$ cat config.mk
export PLATFORM = sky130hd
export DESIGN_NAME = dpwm_top
export DESIGN_NICKNAME = d
export VERILOG_FILES = /design/src/hw/dpwm_pkg.sv /design/src/hw/dpwm_chan_if.sv /design/src/hw/dpwm_channel.sv /design/src/hw/dpwm_top.sv
export SDC_FILE = /design/constraint.sdc
export NUM_CORES = 1
export LEC_CHECK = 0
export BUFFER_PORTS_ARGS = -buffer_cell sky130_fd_sc_hd__buf_2
export CORE_ASPECT_RATIO = 0.7
export CORE_MARGIN = 1.5
export CORE_UTILIZATION = 55
export DETAILED_ROUTE_END_ITERATION = 10
export PLACE_DENSITY = 0.83
export REMOVE_ABC_BUFFERS = 1
export SLEW_MARGIN = 20
export SYNTH_ARGS = -nofsm -noshare
export SYNTH_HDL_FRONTEND = slang
export SYNTH_SLANG_ARGS = --single-unit
$ cat constraint.sdc
create_clock -name clk -period 2.3 [get_ports clk]
set_clock_uncertainty 0.1 [all_clocks]
set_input_delay 0.23 -clock clk [delete_from_list [all_inputs] [get_ports clk]]
set_output_delay 0.23 -clock clk [all_outputs]
set_load 0.02 [all_outputs]
$ cat src/hw/dpwm_pkg.sv
/*
 * dpwm_pkg: register map, field layout, reset values and divider
 * constants of the dual pulse width modulator.
 * Assumes: nothing; used as dpwm_pkg::name by every design file except dpwm_chan_if.
 */
package dpwm_pkg;

   // ----------------------------------------------------------------
   // clock
   // ----------------------------------------------------------------
   localparam int unsigned CLK_HZ = 200_000_000;

   // ----------------------------------------------------------------
   // register byte addresses (one aligned word each)
   // ----------------------------------------------------------------
   localparam logic [3:0] OFS_CONTROL_A = 4'h0;
   localparam logic [3:0] OFS_CONTROL_B = 4'h4;
   localparam logic [3:0] OFS_DUTY_A = 4'h8;
   localparam logic [3:0] OFS_DUTY_B = 4'hc;

   // ----------------------------------------------------------------
   // control register fields
   // ----------------------------------------------------------------
   localparam int FINE_LSB = 0;
   localparam int FINE_W = 4;
   localparam int COARSE_LSB = 4;
   localparam int COARSE_W = 2;
   localparam int CTRL_W = 6;
   localparam logic [5:0] CONTROL_RST = 6'h00;

   // ----------------------------------------------------------------
   // duty register fields
   // ----------------------------------------------------------------
   localparam int DUTY_LSB = 0;
   localparam int DUTY_W = 6;
   localparam int POL_BIT = 7;

   // ----------------------------------------------------------------
   // divider and modulus constants
   // ----------------------------------------------------------------
   localparam logic [1:0] COARSE_OFF = 2'h0;
   localparam logic [1:0] COARSE_DIV1 = 2'h1;
   localparam logic [1:0] COARSE_DIV8 = 2'h2;
   localparam logic [1:0] COARSE_DIV16 = 2'h3;
   localparam logic [3:0] COARSE_LIM1 = 4'h0;
   localparam logic [3:0] COARSE_LIM8 = 4'h7;
   localparam logic [3:0] COARSE_LIM16 = 4'hf;
   localparam logic [5:0] MOD_LAST = 6'h3f;

   // terminal count of the coarse prescaler for a select value
   function automatic logic [3:0] coarse_limit(input logic [1:0] sel);
      case (sel)
         COARSE_DIV8: coarse_limit = COARSE_LIM8;
         COARSE_DIV16: coarse_limit = COARSE_LIM16;
         default: coarse_limit = COARSE_LIM1;
      endcase
   endfunction

endpackage

$ cat src/hw/dpwm_chan_if.sv
/*
 * dpwm_chan_if: settings into one modulator channel and its results.
 * Assumes: driven and read on the single bus clock.
 */
`timescale 1ns/1ps
interface dpwm_chan_if;
   logic [1:0] coarse_sel;
   logic [3:0] fine_div;
   logic [5:0] duty;
   logic pol;
   logic stop;
   logic wave;
   logic period_end;

   // register side
   modport regs (
      output coarse_sel,
      output fine_div,
      output duty,
      output pol,
      output stop,
      input wave,
      input period_end
   );

   // channel side
   modport chan (
      input coarse_sel,
      input fine_div,
      input duty,
      input pol,
      input stop,
      output wave,
      output period_end
   );
endinterface

$ cat src/hw/dpwm_channel.sv
/*
 * dpwm_channel: two prescalers, 64-step modulus counter and waveform
 * flop of one modulator channel.
 * Assumes: settings arrive through dpwm_chan_if on the same clock.
 */
`timescale 1ns/1ps
module dpwm_channel (
   // clock and reset
   input wire logic clk,
   input wire logic reset,
   // settings and results
   dpwm_chan_if.chan ch
);

   logic enabled;
   logic [3:0] coarse_cnt_r;
   logic [3:0] fine_cnt_r;
   logic [5:0] mod_cnt_r;
   logic wave_r;
   logic coarse_clock;
   logic scaled_clock;

   // ----------------------------------------------------------------
   // tick generation
   // ----------------------------------------------------------------
   assign enabled = (ch.coarse_sel != dpwm_pkg::COARSE_OFF);
   // coarse tick every 1, 8 or 16 bus clocks
   assign coarse_clock = enabled && !ch.stop &&
      (coarse_cnt_r == dpwm_pkg::coarse_limit(ch.coarse_sel));
   // fine tick every fine_div+1 coarse ticks
   assign scaled_clock = coarse_clock && (fine_cnt_r == ch.fine_div);
   assign ch.period_end = scaled_clock && (mod_cnt_r == dpwm_pkg::MOD_LAST);

   // coarse prescaler; held in stop, cleared when disabled
   always_ff @(posedge clk) begin
      if (reset || !enabled) begin
         coarse_cnt_r <= 4'h0;
      end else if (!ch.stop) begin
         coarse_cnt_r <= coarse_clock ? 4'h0 : coarse_cnt_r + 4'h1;
      end
   end

   // fine prescaler
   always_ff @(posedge clk) begin
      if (reset || !enabled) begin
         fine_cnt_r <= 4'h0;
      end else if (coarse_clock) begin
         fine_cnt_r <= scaled_clock ? 4'h0 : fine_cnt_r + 4'h1;
      end
   end

   // modulus counter, wraps after 64 scaled ticks
   always_ff @(posedge clk) begin
      if (reset || !enabled) begin
         mod_cnt_r <= 6'h00;
      end else if (scaled_clock) begin
         mod_cnt_r <= mod_cnt_r + 6'h01;
      end
   end

   // ----------------------------------------------------------------
   // waveform
   // ----------------------------------------------------------------
   // active while count below duty; lags the counter by one clock
   always_ff @(posedge clk) begin
      if (reset || !enabled) begin
         wave_r <= 1'b0;
      end else if (!ch.stop) begin
         wave_r <= ch.pol ? (mod_cnt_r < ch.duty) : !(mod_cnt_r < ch.duty);
      end
   end

   assign ch.wave = wave_r;

endmodule // dpwm_channel

$ cat src/hw/dpwm_top.sv
/*
 * dpwm_top: dual pulse width modulator with Avalon-MM register slave,
 * buffered duty registers and port pin hand-over.
 * Assumes: one 200 MHz bus clock, synchronous active-high reset,
 * wait_mode, stop_mode and port data/direction from same-clock logic.
 */
//
// How it works
// - duty zero low; maximum gives 63/64
// - polarity zero with duty zero stays high
// - coarse field 00 stops channel
// - control writes act at once
// - enabled duty writes wait for period end
// - disabled duty writes load immediately
// - buffered values applied together at period end
// - duty read returns active value
// - channel A polarity one means active high
// - channel B polarity behaves like A
// - coarse field divides by 1, 8, 16
// - fine field divides by value plus one
// - six-bit duty per channel
// - enabled channel owns its port pin
// - channel B control mirrors A
// - duty bits survive reset
// - reset disables channels, outputs low
// - wait mode keeps running
// - stop mode freezes waveform mid-phase
// - period spans 64 scaled ticks
// - input clock is bus clock
//
`timescale 1ns/1ps
module dpwm_top (
   // clock and reset
   input wire logic clk,
   input wire logic reset,
   // avalon-mm register slave
   input wire logic [3:0] address,
   input wire logic read,
   input wire logic write,
   input wire logic [31:0] writedata,
   input wire logic [3:0] byteenable,
   output logic [31:0] readdata,
   output logic waitrequest,
   // power modes
   input wire logic wait_mode,
   input wire logic stop_mode,
   // ordinary port control of the two shared pins
   input wire logic port_data_four,
   input wire logic port_dir_four,
   input wire logic port_data_five,
   input wire logic port_dir_five,
   // shared pins
   output logic port_pin_four_o,
   output logic port_pin_four_oe,
   output logic port_pin_five_o,
   output logic port_pin_five_oe,
   // raw modulator waveforms
   output logic modulator_out_a,
   output logic modulator_out_b
);

   localparam int NCH = 2;

   // ----------------------------------------------------------------
   // field helpers
   // ----------------------------------------------------------------
   // coarse select field of a control word
   function automatic logic [dpwm_pkg::COARSE_W-1:0] coarse_of(
      input logic [dpwm_pkg::CTRL_W-1:0] ctrl
   );
      coarse_of = ctrl[dpwm_pkg::COARSE_LSB +: dpwm_pkg::COARSE_W];
   endfunction

   // fine divide field of a control word
   function automatic logic [dpwm_pkg::FINE_W-1:0] fine_of(
      input logic [dpwm_pkg::CTRL_W-1:0] ctrl
   );
      fine_of = ctrl[dpwm_pkg::FINE_LSB +: dpwm_pkg::FINE_W];
   endfunction

   // control word as software reads it, upper bits zero
   function automatic logic [31:0] control_image(
      input logic [dpwm_pkg::CTRL_W-1:0] ctrl
   );
      control_image = 32'h00000000;
      control_image[dpwm_pkg::CTRL_W-1:0] = ctrl;
   endfunction

   // duty word as software reads it: active duty plus polarity
   function automatic logic [31:0] duty_image(
      input logic [dpwm_pkg::DUTY_W-1:0] duty,
      input logic pol
   );
      duty_image = 32'h00000000;
      duty_image[dpwm_pkg::DUTY_LSB +: dpwm_pkg::DUTY_W] = duty;
      duty_image[dpwm_pkg::POL_BIT] = pol;
   endfunction

   // pin level: the wave while the channel owns the pin, else port data
   function automatic logic pin_level(
      input logic owned,
      input logic wave_in,
      input logic data_in
   );
      pin_level = owned ? wave_in : data_in;
   endfunction

   // pin enable: forced on while the channel owns the pin
   function automatic logic pin_enable(
      input logic owned,
      input logic dir_in
   );
      pin_enable = owned ? 1'b1 : dir_in;
   endfunction

   // ----------------------------------------------------------------
   // bus handshake
   // ----------------------------------------------------------------
   logic ack_r;
   logic req;
   logic wr_take;
   logic rd_capture;
   logic [31:0] readdata_r;
   logic [31:0] rd_mux;

   // every request waits exactly one clock, then completes
   assign req = read || write;
   assign waitrequest = req && !ack_r;
   assign wr_take = write && ack_r && byteenable[0];
   // read data is latched in the wait cycle, while the address stands
   assign rd_capture = read && !ack_r;

   always_ff @(posedge clk) begin
      if (reset) begin
         ack_r <= 1'b0;
      end else begin
         ack_r <= req && !ack_r;
      end
   end

   // ----------------------------------------------------------------
   // control registers
   // ----------------------------------------------------------------
   logic [dpwm_pkg::CTRL_W-1:0] control_r [NCH];
   logic [NCH-1:0] ctrl_wr;
   logic [NCH-1:0] duty_wr;
   logic [NCH-1:0] enabled;
   logic [dpwm_pkg::CTRL_W-1:0] wr_ctrl;
   logic [dpwm_pkg::DUTY_W-1:0] wr_duty;
   logic wr_pol;

   // fields of the incoming byte, shared by every register write
   assign wr_ctrl = writedata[dpwm_pkg::CTRL_W-1:0];
   assign wr_duty = writedata[dpwm_pkg::DUTY_LSB +: dpwm_pkg::DUTY_W];
   assign wr_pol = writedata[dpwm_pkg::POL_BIT];

   // one strobe per register, raised only on the completing edge
   assign ctrl_wr[0] = wr_take && (address == dpwm_pkg::OFS_CONTROL_A);
   assign ctrl_wr[1] = wr_take && (address == dpwm_pkg::OFS_CONTROL_B);
   assign duty_wr[0] = wr_take && (address == dpwm_pkg::OFS_DUTY_A);
   assign duty_wr[1] = wr_take && (address == dpwm_pkg::OFS_DUTY_B);

   // control takes effect on the accepting edge, no period wait
   always_ff @(posedge clk) begin
      for (int i = 0; i < NCH; i++) begin
         if (reset) begin
            control_r[i] <= dpwm_pkg::CONTROL_RST;
         end else if (ctrl_wr[i]) begin
            control_r[i] <= wr_ctrl;
         end
      end
   end

   // a channel runs whenever its coarse select is non-zero
   always_comb begin
      for (int i = 0; i < NCH; i++) begin
         enabled[i] = (coarse_of(control_r[i]) != dpwm_pkg::COARSE_OFF);
      end
   end

   // ----------------------------------------------------------------
   // duty registers: active copy plus holding buffer
   // ----------------------------------------------------------------
   logic [dpwm_pkg::DUTY_W-1:0] duty_active_r [NCH];
   logic [dpwm_pkg::DUTY_W-1:0] duty_buf_r [NCH];
   logic pol_active_r [NCH];
   logic pol_buf_r [NCH];
   logic [NCH-1:0] pend_r;
   logic [NCH-1:0] period_end;
   logic [NCH-1:0] wave;

   logic [NCH-1:0] load_now;
   logic [NCH-1:0] load_buf;

   // a write to an idle channel lands at once, else at the period end;
   // copying only at the period end keeps a running waveform whole
   assign load_now = duty_wr & ~enabled;
   assign load_buf = period_end & pend_r & ~load_now;

   // active duty; no reset, so the data bits keep their value
   always_ff @(posedge clk) begin
      for (int i = 0; i < NCH; i++) begin
         if (load_now[i]) begin
            duty_active_r[i] <= wr_duty;
         end else if (load_buf[i]) begin
            duty_active_r[i] <= duty_buf_r[i];
         end
      end
   end

   // active polarity moves with the duty, never on its own
   always_ff @(posedge clk) begin
      for (int i = 0; i < NCH; i++) begin
         if (load_now[i]) begin
            pol_active_r[i] <= wr_pol;
         end else if (load_buf[i]) begin
            pol_active_r[i] <= pol_buf_r[i];
         end
      end
   end

   // holding duty fills on every write to a running channel
   always_ff @(posedge clk) begin
      for (int i = 0; i < NCH; i++) begin
         if (duty_wr[i] && enabled[i]) begin
            duty_buf_r[i] <= wr_duty;
         end
      end
   end

   // holding polarity, written together with the holding duty
   always_ff @(posedge clk) begin
      for (int i = 0; i < NCH; i++) begin
         if (duty_wr[i] && enabled[i]) begin
            pol_buf_r[i] <= wr_pol;
         end
      end
   end

   // pending flag: a new write wins over the period-end clear
   always_ff @(posedge clk) begin
      for (int i = 0; i < NCH; i++) begin
         if (reset) begin
            pend_r[i] <= 1'b0;
         end else if (duty_wr[i]) begin
            pend_r[i] <= enabled[i];
         end else if (period_end[i]) begin
            pend_r[i] <= 1'b0;
         end
      end
   end

   // ----------------------------------------------------------------
   // channels
   // ----------------------------------------------------------------
   dpwm_chan_if chan_a ();
   dpwm_chan_if chan_b ();

   // wait mode needs no gating: a channel keeps running until software
   // clears its coarse select, the only way to save its power.
   // stop freezes both channels in whatever phase they happen to be in;
   // nothing is cleared, so each waveform resumes where it stopped.
   logic freeze;

   assign freeze = stop_mode;
   assign chan_a.coarse_sel = coarse_of(control_r[0]);
   assign chan_a.fine_div = fine_of(control_r[0]);
   assign chan_a.duty = duty_active_r[0];
   assign chan_a.pol = pol_active_r[0];
   assign chan_a.stop = freeze;
   assign chan_b.coarse_sel = coarse_of(control_r[1]);
   assign chan_b.fine_div = fine_of(control_r[1]);
   assign chan_b.duty = duty_active_r[1];
   assign chan_b.pol = pol_active_r[1];
   assign chan_b.stop = freeze;

   assign period_end[0] = chan_a.period_end;
   assign period_end[1] = chan_b.period_end;
   assign wave[0] = chan_a.wave;
   assign wave[1] = chan_b.wave;

   dpwm_channel u_chan_a (
      .clk(clk),
      .reset(reset),
      .ch(chan_a)
   );

   dpwm_channel u_chan_b (
      .clk(clk),
      .reset(reset),
      .ch(chan_b)
   );

   // ----------------------------------------------------------------
   // pin hand-over
   // ----------------------------------------------------------------
   // enabled channel drives its pin; otherwise ordinary port control
   // a disabled channel leaves level and direction to the port logic
   assign port_pin_four_o = pin_level(enabled[0], wave[0], port_data_four);
   assign port_pin_four_oe = pin_enable(enabled[0], port_dir_four);
   assign port_pin_five_o = pin_level(enabled[1], wave[1], port_data_five);
   assign port_pin_five_oe = pin_enable(enabled[1], port_dir_five);
   assign modulator_out_a = wave[0];
   assign modulator_out_b = wave[1];

   // ----------------------------------------------------------------
   // read path
   // ----------------------------------------------------------------
   // duty reads show the active copy, never the buffer
   always_comb begin
      rd_mux = 32'h00000000;
      unique case (address)
         dpwm_pkg::OFS_CONTROL_A: rd_mux = control_image(control_r[0]);
         dpwm_pkg::OFS_CONTROL_B: rd_mux = control_image(control_r[1]);
         dpwm_pkg::OFS_DUTY_A: rd_mux = duty_image(duty_active_r[0], pol_active_r[0]);
         dpwm_pkg::OFS_DUTY_B: rd_mux = duty_image(duty_active_r[1], pol_active_r[1]);
         default: rd_mux = 32'h00000000; // unmapped reads zero
      endcase
   end

   // captured in the wait cycle so data stands at the completing edge
   always_ff @(posedge clk) begin
      if (reset) begin
         readdata_r <= 32'h00000000;
      end else if (rd_capture) begin
         readdata_r <= rd_mux;
      end
   end

   assign readdata = readdata_r;

endmodule // dpwm_top

* Word-level counts from Yosys, hierarchy flattened
Memory sizes are Yosys's and may differ from the RTL's.
Cells that the tools add are included.
** Operators by class
- $add $sub $neg :: 6
- $mul :: 0
- Divide/modulo/power cells :: 0
- $lt $le $gt $ge :: 2
- Equal/unequal tests :: 13
- Shift-type cells :: 0
- Multiplexer cells :: 51
- Bitwise operators :: 11
- Reductions and logical operators :: 34
** Operator list (count)
- 1-bit two-way mux :: 39
- 8-bit one-hot mux with 4 select lines :: 1
- 6-bit two-way mux :: 5
- 1-bit logical AND :: 18
- 4-bit by 1-bit adder with 4-bit output (second input constant) :: 4
- 4-bit equality test :: 4
- 4-bit two-way mux :: 4
- 4-bit one-hot mux with 2 select lines :: 2
- 6-bit by 1-bit adder with 6-bit output (second input constant) :: 2
- 6-bit equality test (second input constant) :: 2
- 6-bit less-than comparator :: 2
- 2-bit equality test (second input constant) :: 4
- 4-bit equality test (second input constant) :: 2
- 2-bit nonzero test :: 4
- 2-bit AND :: 3
- 1-bit zero test :: 6
- 1-bit OR :: 6
- 6-bit OR reduction :: 1
- 4-bit by 3-bit equality test with 1-bit output (second input constant) :: 1
- 4-bit zero test :: 1
- 2-bit NOT :: 2
- 1-bit logical OR :: 3
- 1-bit OR reduction :: 1
** Storage, ports and cells
- Register bits :: 65
- Bits in latches :: 0
- RAM bits :: 40
- Memory bits (read-only) :: 0
- Input port bits :: 50
- Output and inout port bits :: 39
- Memories kept :: 5
** Memory list
- control_r :: words 2, bits a word 6, read ports 2, clocked after Yosys merged registers in 0, write ports 2, RTL line dpwm_top.sv:144 : logic [dpwm_pkg::CTRL_W-1:0] control_r [NCH];
- duty_active_r :: words 2, bits a word 6, read ports 2, clocked after Yosys merged registers in 0, write ports 2, RTL line dpwm_top.sv:184 : logic [dpwm_pkg::DUTY_W-1:0] duty_active_r [NCH];
- duty_buf_r :: words 2, bits a word 6, read ports 2, clocked after Yosys merged registers in 0, write ports 1, RTL line dpwm_top.sv:185 : logic [dpwm_pkg::DUTY_W-1:0] duty_buf_r [NCH];
- pol_active_r :: words 2, bits a word 1, read ports 2, clocked after Yosys merged registers in 0, write ports 2, RTL line dpwm_top.sv:186 : logic pol_active_r [NCH];
- pol_buf_r :: words 2, bits a word 1, read ports 2, clocked after Yosys merged registers in 0, write ports 1, RTL line dpwm_top.sv:187 : logic pol_buf_r [NCH];

* Logic depth before layout (Yosys ltp)
An unclocked memory read counts as a cell.
- Depth in word-level cells :: 13
- Depth in mapped cells :: 6
- Gate-level depth less buffers :: 6

* Cells and area by module
From an unflattened synthesis, not the netlist that was laid out.
** Unflattened totals
- Cells, all modules :: 425
- Area total of the unflattened synthesis :: 4536.9 um^2
** Modules (own cells, without submodules)
- dpwm_top :: times used 1, cells an instance 179, area each 2452.4 um^2, seq. area each 1401.3 um^2
- dpwm_channel :: times used 2, cells an instance 123, area each 1042.2 um^2, seq. area each 300.3 um^2

* Worst setup path before layout
No wires, ideal clock.
- Path kind :: in2reg
- Start point :: in address[3]
- End point :: mem duty_buf_r[0][0] (netlist bit) (enable)
- Arrival time :: 1552 ps
- Data required time :: 1810 ps
- Path slack :: 258 ps
- Stages :: 3
- Path buffers :: 1
- Path through :: buf_6 > or3b_4 > nor4_1
** Between the ends
- Word-level cells in the longest chain between the ends :: 7
- Elaborated cells on any way between the ends :: 13
- Those cells by class :: 2 x eq/ne; 6 x mux; 5 x reduce/logical
** RTL lines
- start: declaration :: RTL line dpwm_top.sv:37 : input wire logic [3:0] address,
- 4-bit equality test :: RTL line dpwm_top.sv:161 : assign duty_wr[1] = wr_take && (address == dpwm_pkg::OFS_DUTY_B);
- 1-bit logical AND :: RTL line dpwm_top.sv:161
- 1-bit logical AND :: RTL line dpwm_top.sv:225 : if (duty_wr[i] && enabled[i]) begin
- 1-bit two-way mux :: RTL line dpwm_top.sv:225
- 1-bit two-way mux (not written as such) :: RTL line dpwm_top.sv:226 : duty_buf_r[i] <= wr_duty;
- 6-bit OR reduction (no line)
- 1-bit two-way mux (no line)
- end: declaration :: RTL line dpwm_top.sv:185
Several ways; a longest one is shown, not always the timed one.

==> impl_results.md <==
* Status: completed
* Die area at 8435 um2
* Max cap viols at 0
* Min Tclk post-route at 2.189 ns
* DR vias/cell at 5.865
* Clock-pin transition on the worst setup and hold timing paths at 0.08 ns
* Setup crit start kind: register
* Period Utilization, post-route at 95.16%
* CTS tree: yes
* RSZ-0062 raised after global routing: no
* Leakage at 0.001856 uW
* Htree depth at 3
* Most frequent cells in the layout: dfxtp_1, edfxtp_1, buf_2, conb_1, nand2_1
* Area growth from synthesis to layout at 11.69%
* Post-synth top area cell: edfxtp_1
* Clk_lat worst skew at 0.36 ns
* Post-route cell area at 4843 um2
* Total Routing Usage GR at 24.61%
* Largest net degree at the start of global routing at 19
* Chip Width at 109.1 um
* Setup WS post-layout at 0.1113 ns
* FMAX at 456.9 MHz
* DP Worst Slack at 0.1759 ns
* Die Ht at 77.29 um
* Congestion Overflow GR at 0
* Met1 global-route usage at 33.70%
* Worst Path Required at 2.31 ns
* Clock sinks at 80
* Detail Placement HPWL at 7.124 mm
* Max clock buf depth at 2
* Nets at 513
* Slew @ Worst Pin at 0.6924 ns
* Hold Crit Class: input port to register
* IO Port Bufs at 34
* First-pass detailed-route iteration total at 5
* Top FF cell, synth: edfxtp_1
* Post-route setup TNS at 0 ns
* EDFF count, synth at 40
* R2R Setup Slk at 0.11 ns
* First-iteration detailed-routing DRC count at 230
* Fill count at 571
* Final WL at 9.525 mm
* # DRC at 0
* Crit end category: register
* First-pass GRT wire length at 15.32 mm
* TritonCTS Buffers at 9
* Placed Area at 4606 um2
* P per Cell Area at 608.0 nW/um2
* Final ANT Viol Nets at 0
* Ant. Diodes at 0
* CP Max Fanout at 7
* Avg WL per Cell at 17.32 um
* GPL Wtd Cong at 0.8360
* Synth async-reset ratio at 0%
* I/O pin cnt at 89
* Yosys cell types at 53
* Clk Tree Root Cell: clkbuf_8
* Final setup vio count at 0
* Avg Inst Size Synth at 10.92 um2
* Multi-input logic area at 2113 um2
* WP data arrival at 2.20 ns
* Met3 Usage GRT at 6.973%
* Row cnt at 26
* Yosys reg bits at 80
* Gr busiest metal: met2
* Seq/Total Area, Yosys at 46.16%
* Layout cells sized above 1 at 25.00%
* Slew Viols, Final at 0
* Ys Warns at 0
* Synth top area share at 27.70%
* Mapped Area at 4337 um2
* Initial Utilization at 58.21%
* Vias at 3226
* Met2 Use GR at 37.56%
* Core ar. at 7450 um2
* Rel. slew slack at 53.49%
* Hold Fails Final Rpt at 0
* Cells after synthesis at 397
* Initial antenna violation count at 0
* Synth top area cells: edfxtp_1, dfxtp_1, ha_1
* Register area at 2002 um2
* Type of the worst setup path: register to register
* Vias in the first global route at 3064
* VDD IR max at 0.4391 mV
[stage by stage]
step / util [%] / total power [uW] / instances / hold WS, ns
finish: 65.02 / 2945 / 550 / 0.05016
CTS: 64.95 / 2957 / 550 / 0.02638
global route: 65.02 / 3054 / 550 / 0.04043
detailed placement: 61.82 / 1816 / 533 / 0.3747
floorplan: - / 1713 / 383 / 0.2024
global placement: 61.82 / 1805 / 533 / 0.3690
[what timing repair did]
action | 4_1_cts | 5_1_grt
buffers inserted | 0 | 0
hold buffers | 1 | 0
endpoints found under the setup margin | 0 | 2
gates resized for setup | 0 | 2
hold endpoints to repair | 2 | 0
[metal layers]
metal  up-vias  share of wire, %
met2       163                45
met1      1534                45
met5         -                 0
met3        15               8.3
li1       1514                 -
met4         0               1.4
[cell type report]
| cell class | count | area share [%] |
|---|---|---|
| clock buffers | 13 | 3.281 |
| repair buffers | 53 | 6.510 |
| well taps | 98 | 2.532 |
| flip-flops and latches | 80 | 41.33 |
| inverters | 18 | 1.395 |
| multi-input cells | 285 | 43.63 |
| clock inverters | 3 | 1.317 |
[Yosys cell counts, types with 6 or more instances]
library cell / count
dfxtp_1: 40
edfxtp_1: 40
buf_4: 25
nand2_1: 19
nor2_1: 19
inv_1: 18
mux2_2: 17
nor3_1: 17
ha_1: 16
mux2i_1: 15
a21oi_1: 14
and2_1: 12
xnor2_1: 12
or2_2: 10
and3_1: 8
nand3_1: 8
clkbuf_1: 7
or3_1: 7
a22oi_1: 6
mux4_2: 6
nor4_1: 6
o21ai_0: 6
o31ai_1: 6
[flip-flops by register name, summed over array words and instances, names as in the netlist]
signal and count:
ack_r 1, control_r 12, duty_active_r 12, duty_buf_r 12
pend_r 2, pol_active_r 2, pol_buf_r 2, readdata 7
u_chan_a.ch.wave 1, u_chan_a.coarse_cnt_r 4, u_chan_a.fine_cnt_r 4, u_chan_a.mod_cnt_r 6
u_chan_b.ch.wave 1, u_chan_b.coarse_cnt_r 4, u_chan_b.fine_cnt_r 4, u_chan_b.mod_cnt_r 6
[logic make-up (layout without fill, tap and decap cells)]
family                     after synthesis  in the layout  synth area share (%)
AOI/OAI and AO/OA                       52             52                 8.569
xor gates and xnor gates                14             14                 2.828
adders and majority gates               16             16                 4.616
buffers and inverters                   56             87                 7.299
DFF                                     80             80                 46.16
muxes                                   39             39                 11.25
other                                    1             25               0.08647
and+or+nand+nor                        139            139                 19.19
[worst max-delay path, cell delays in order, from the launching register on]
cell	delay (ns)
dfxtp_1	0.40
ha_1	0.22
nand3_1	0.14
or3_1	0.39
nor4_4	0.15
buf_4	0.20
mux2_2	0.34
[worst paths after layout]
check,to,startpoint,cells past startpoint
max,duty_active_r[1][5]$_DFFE_PP_,u_chan_b.mod_cnt_r[0]$_SDFFE_PP0N_,6
min,duty_buf_r[0][2]$_DFFE_PP_,writedata[2],1
max reg2reg,duty_active_r[1][5]$_DFFE_PP_,u_chan_b.mod_cnt_r[0]$_SDFFE_PP0N_,6
min reg2reg,ack_r$_SDFF_PP0_,ack_r$_SDFF_PP0_,1
[power by group]
| group | total [uW] | switching (uW) | internal [uW] |
|---|---|---|---|
| Clock | 1160 | 488 | 668 |
| Combinational | 261 | 167 | 93.8 |
| Sequential | 1530 | 18.4 | 1510 |
| Total | 2940 | 673 | 2270 |
Power figures use the tool's default switching activity.
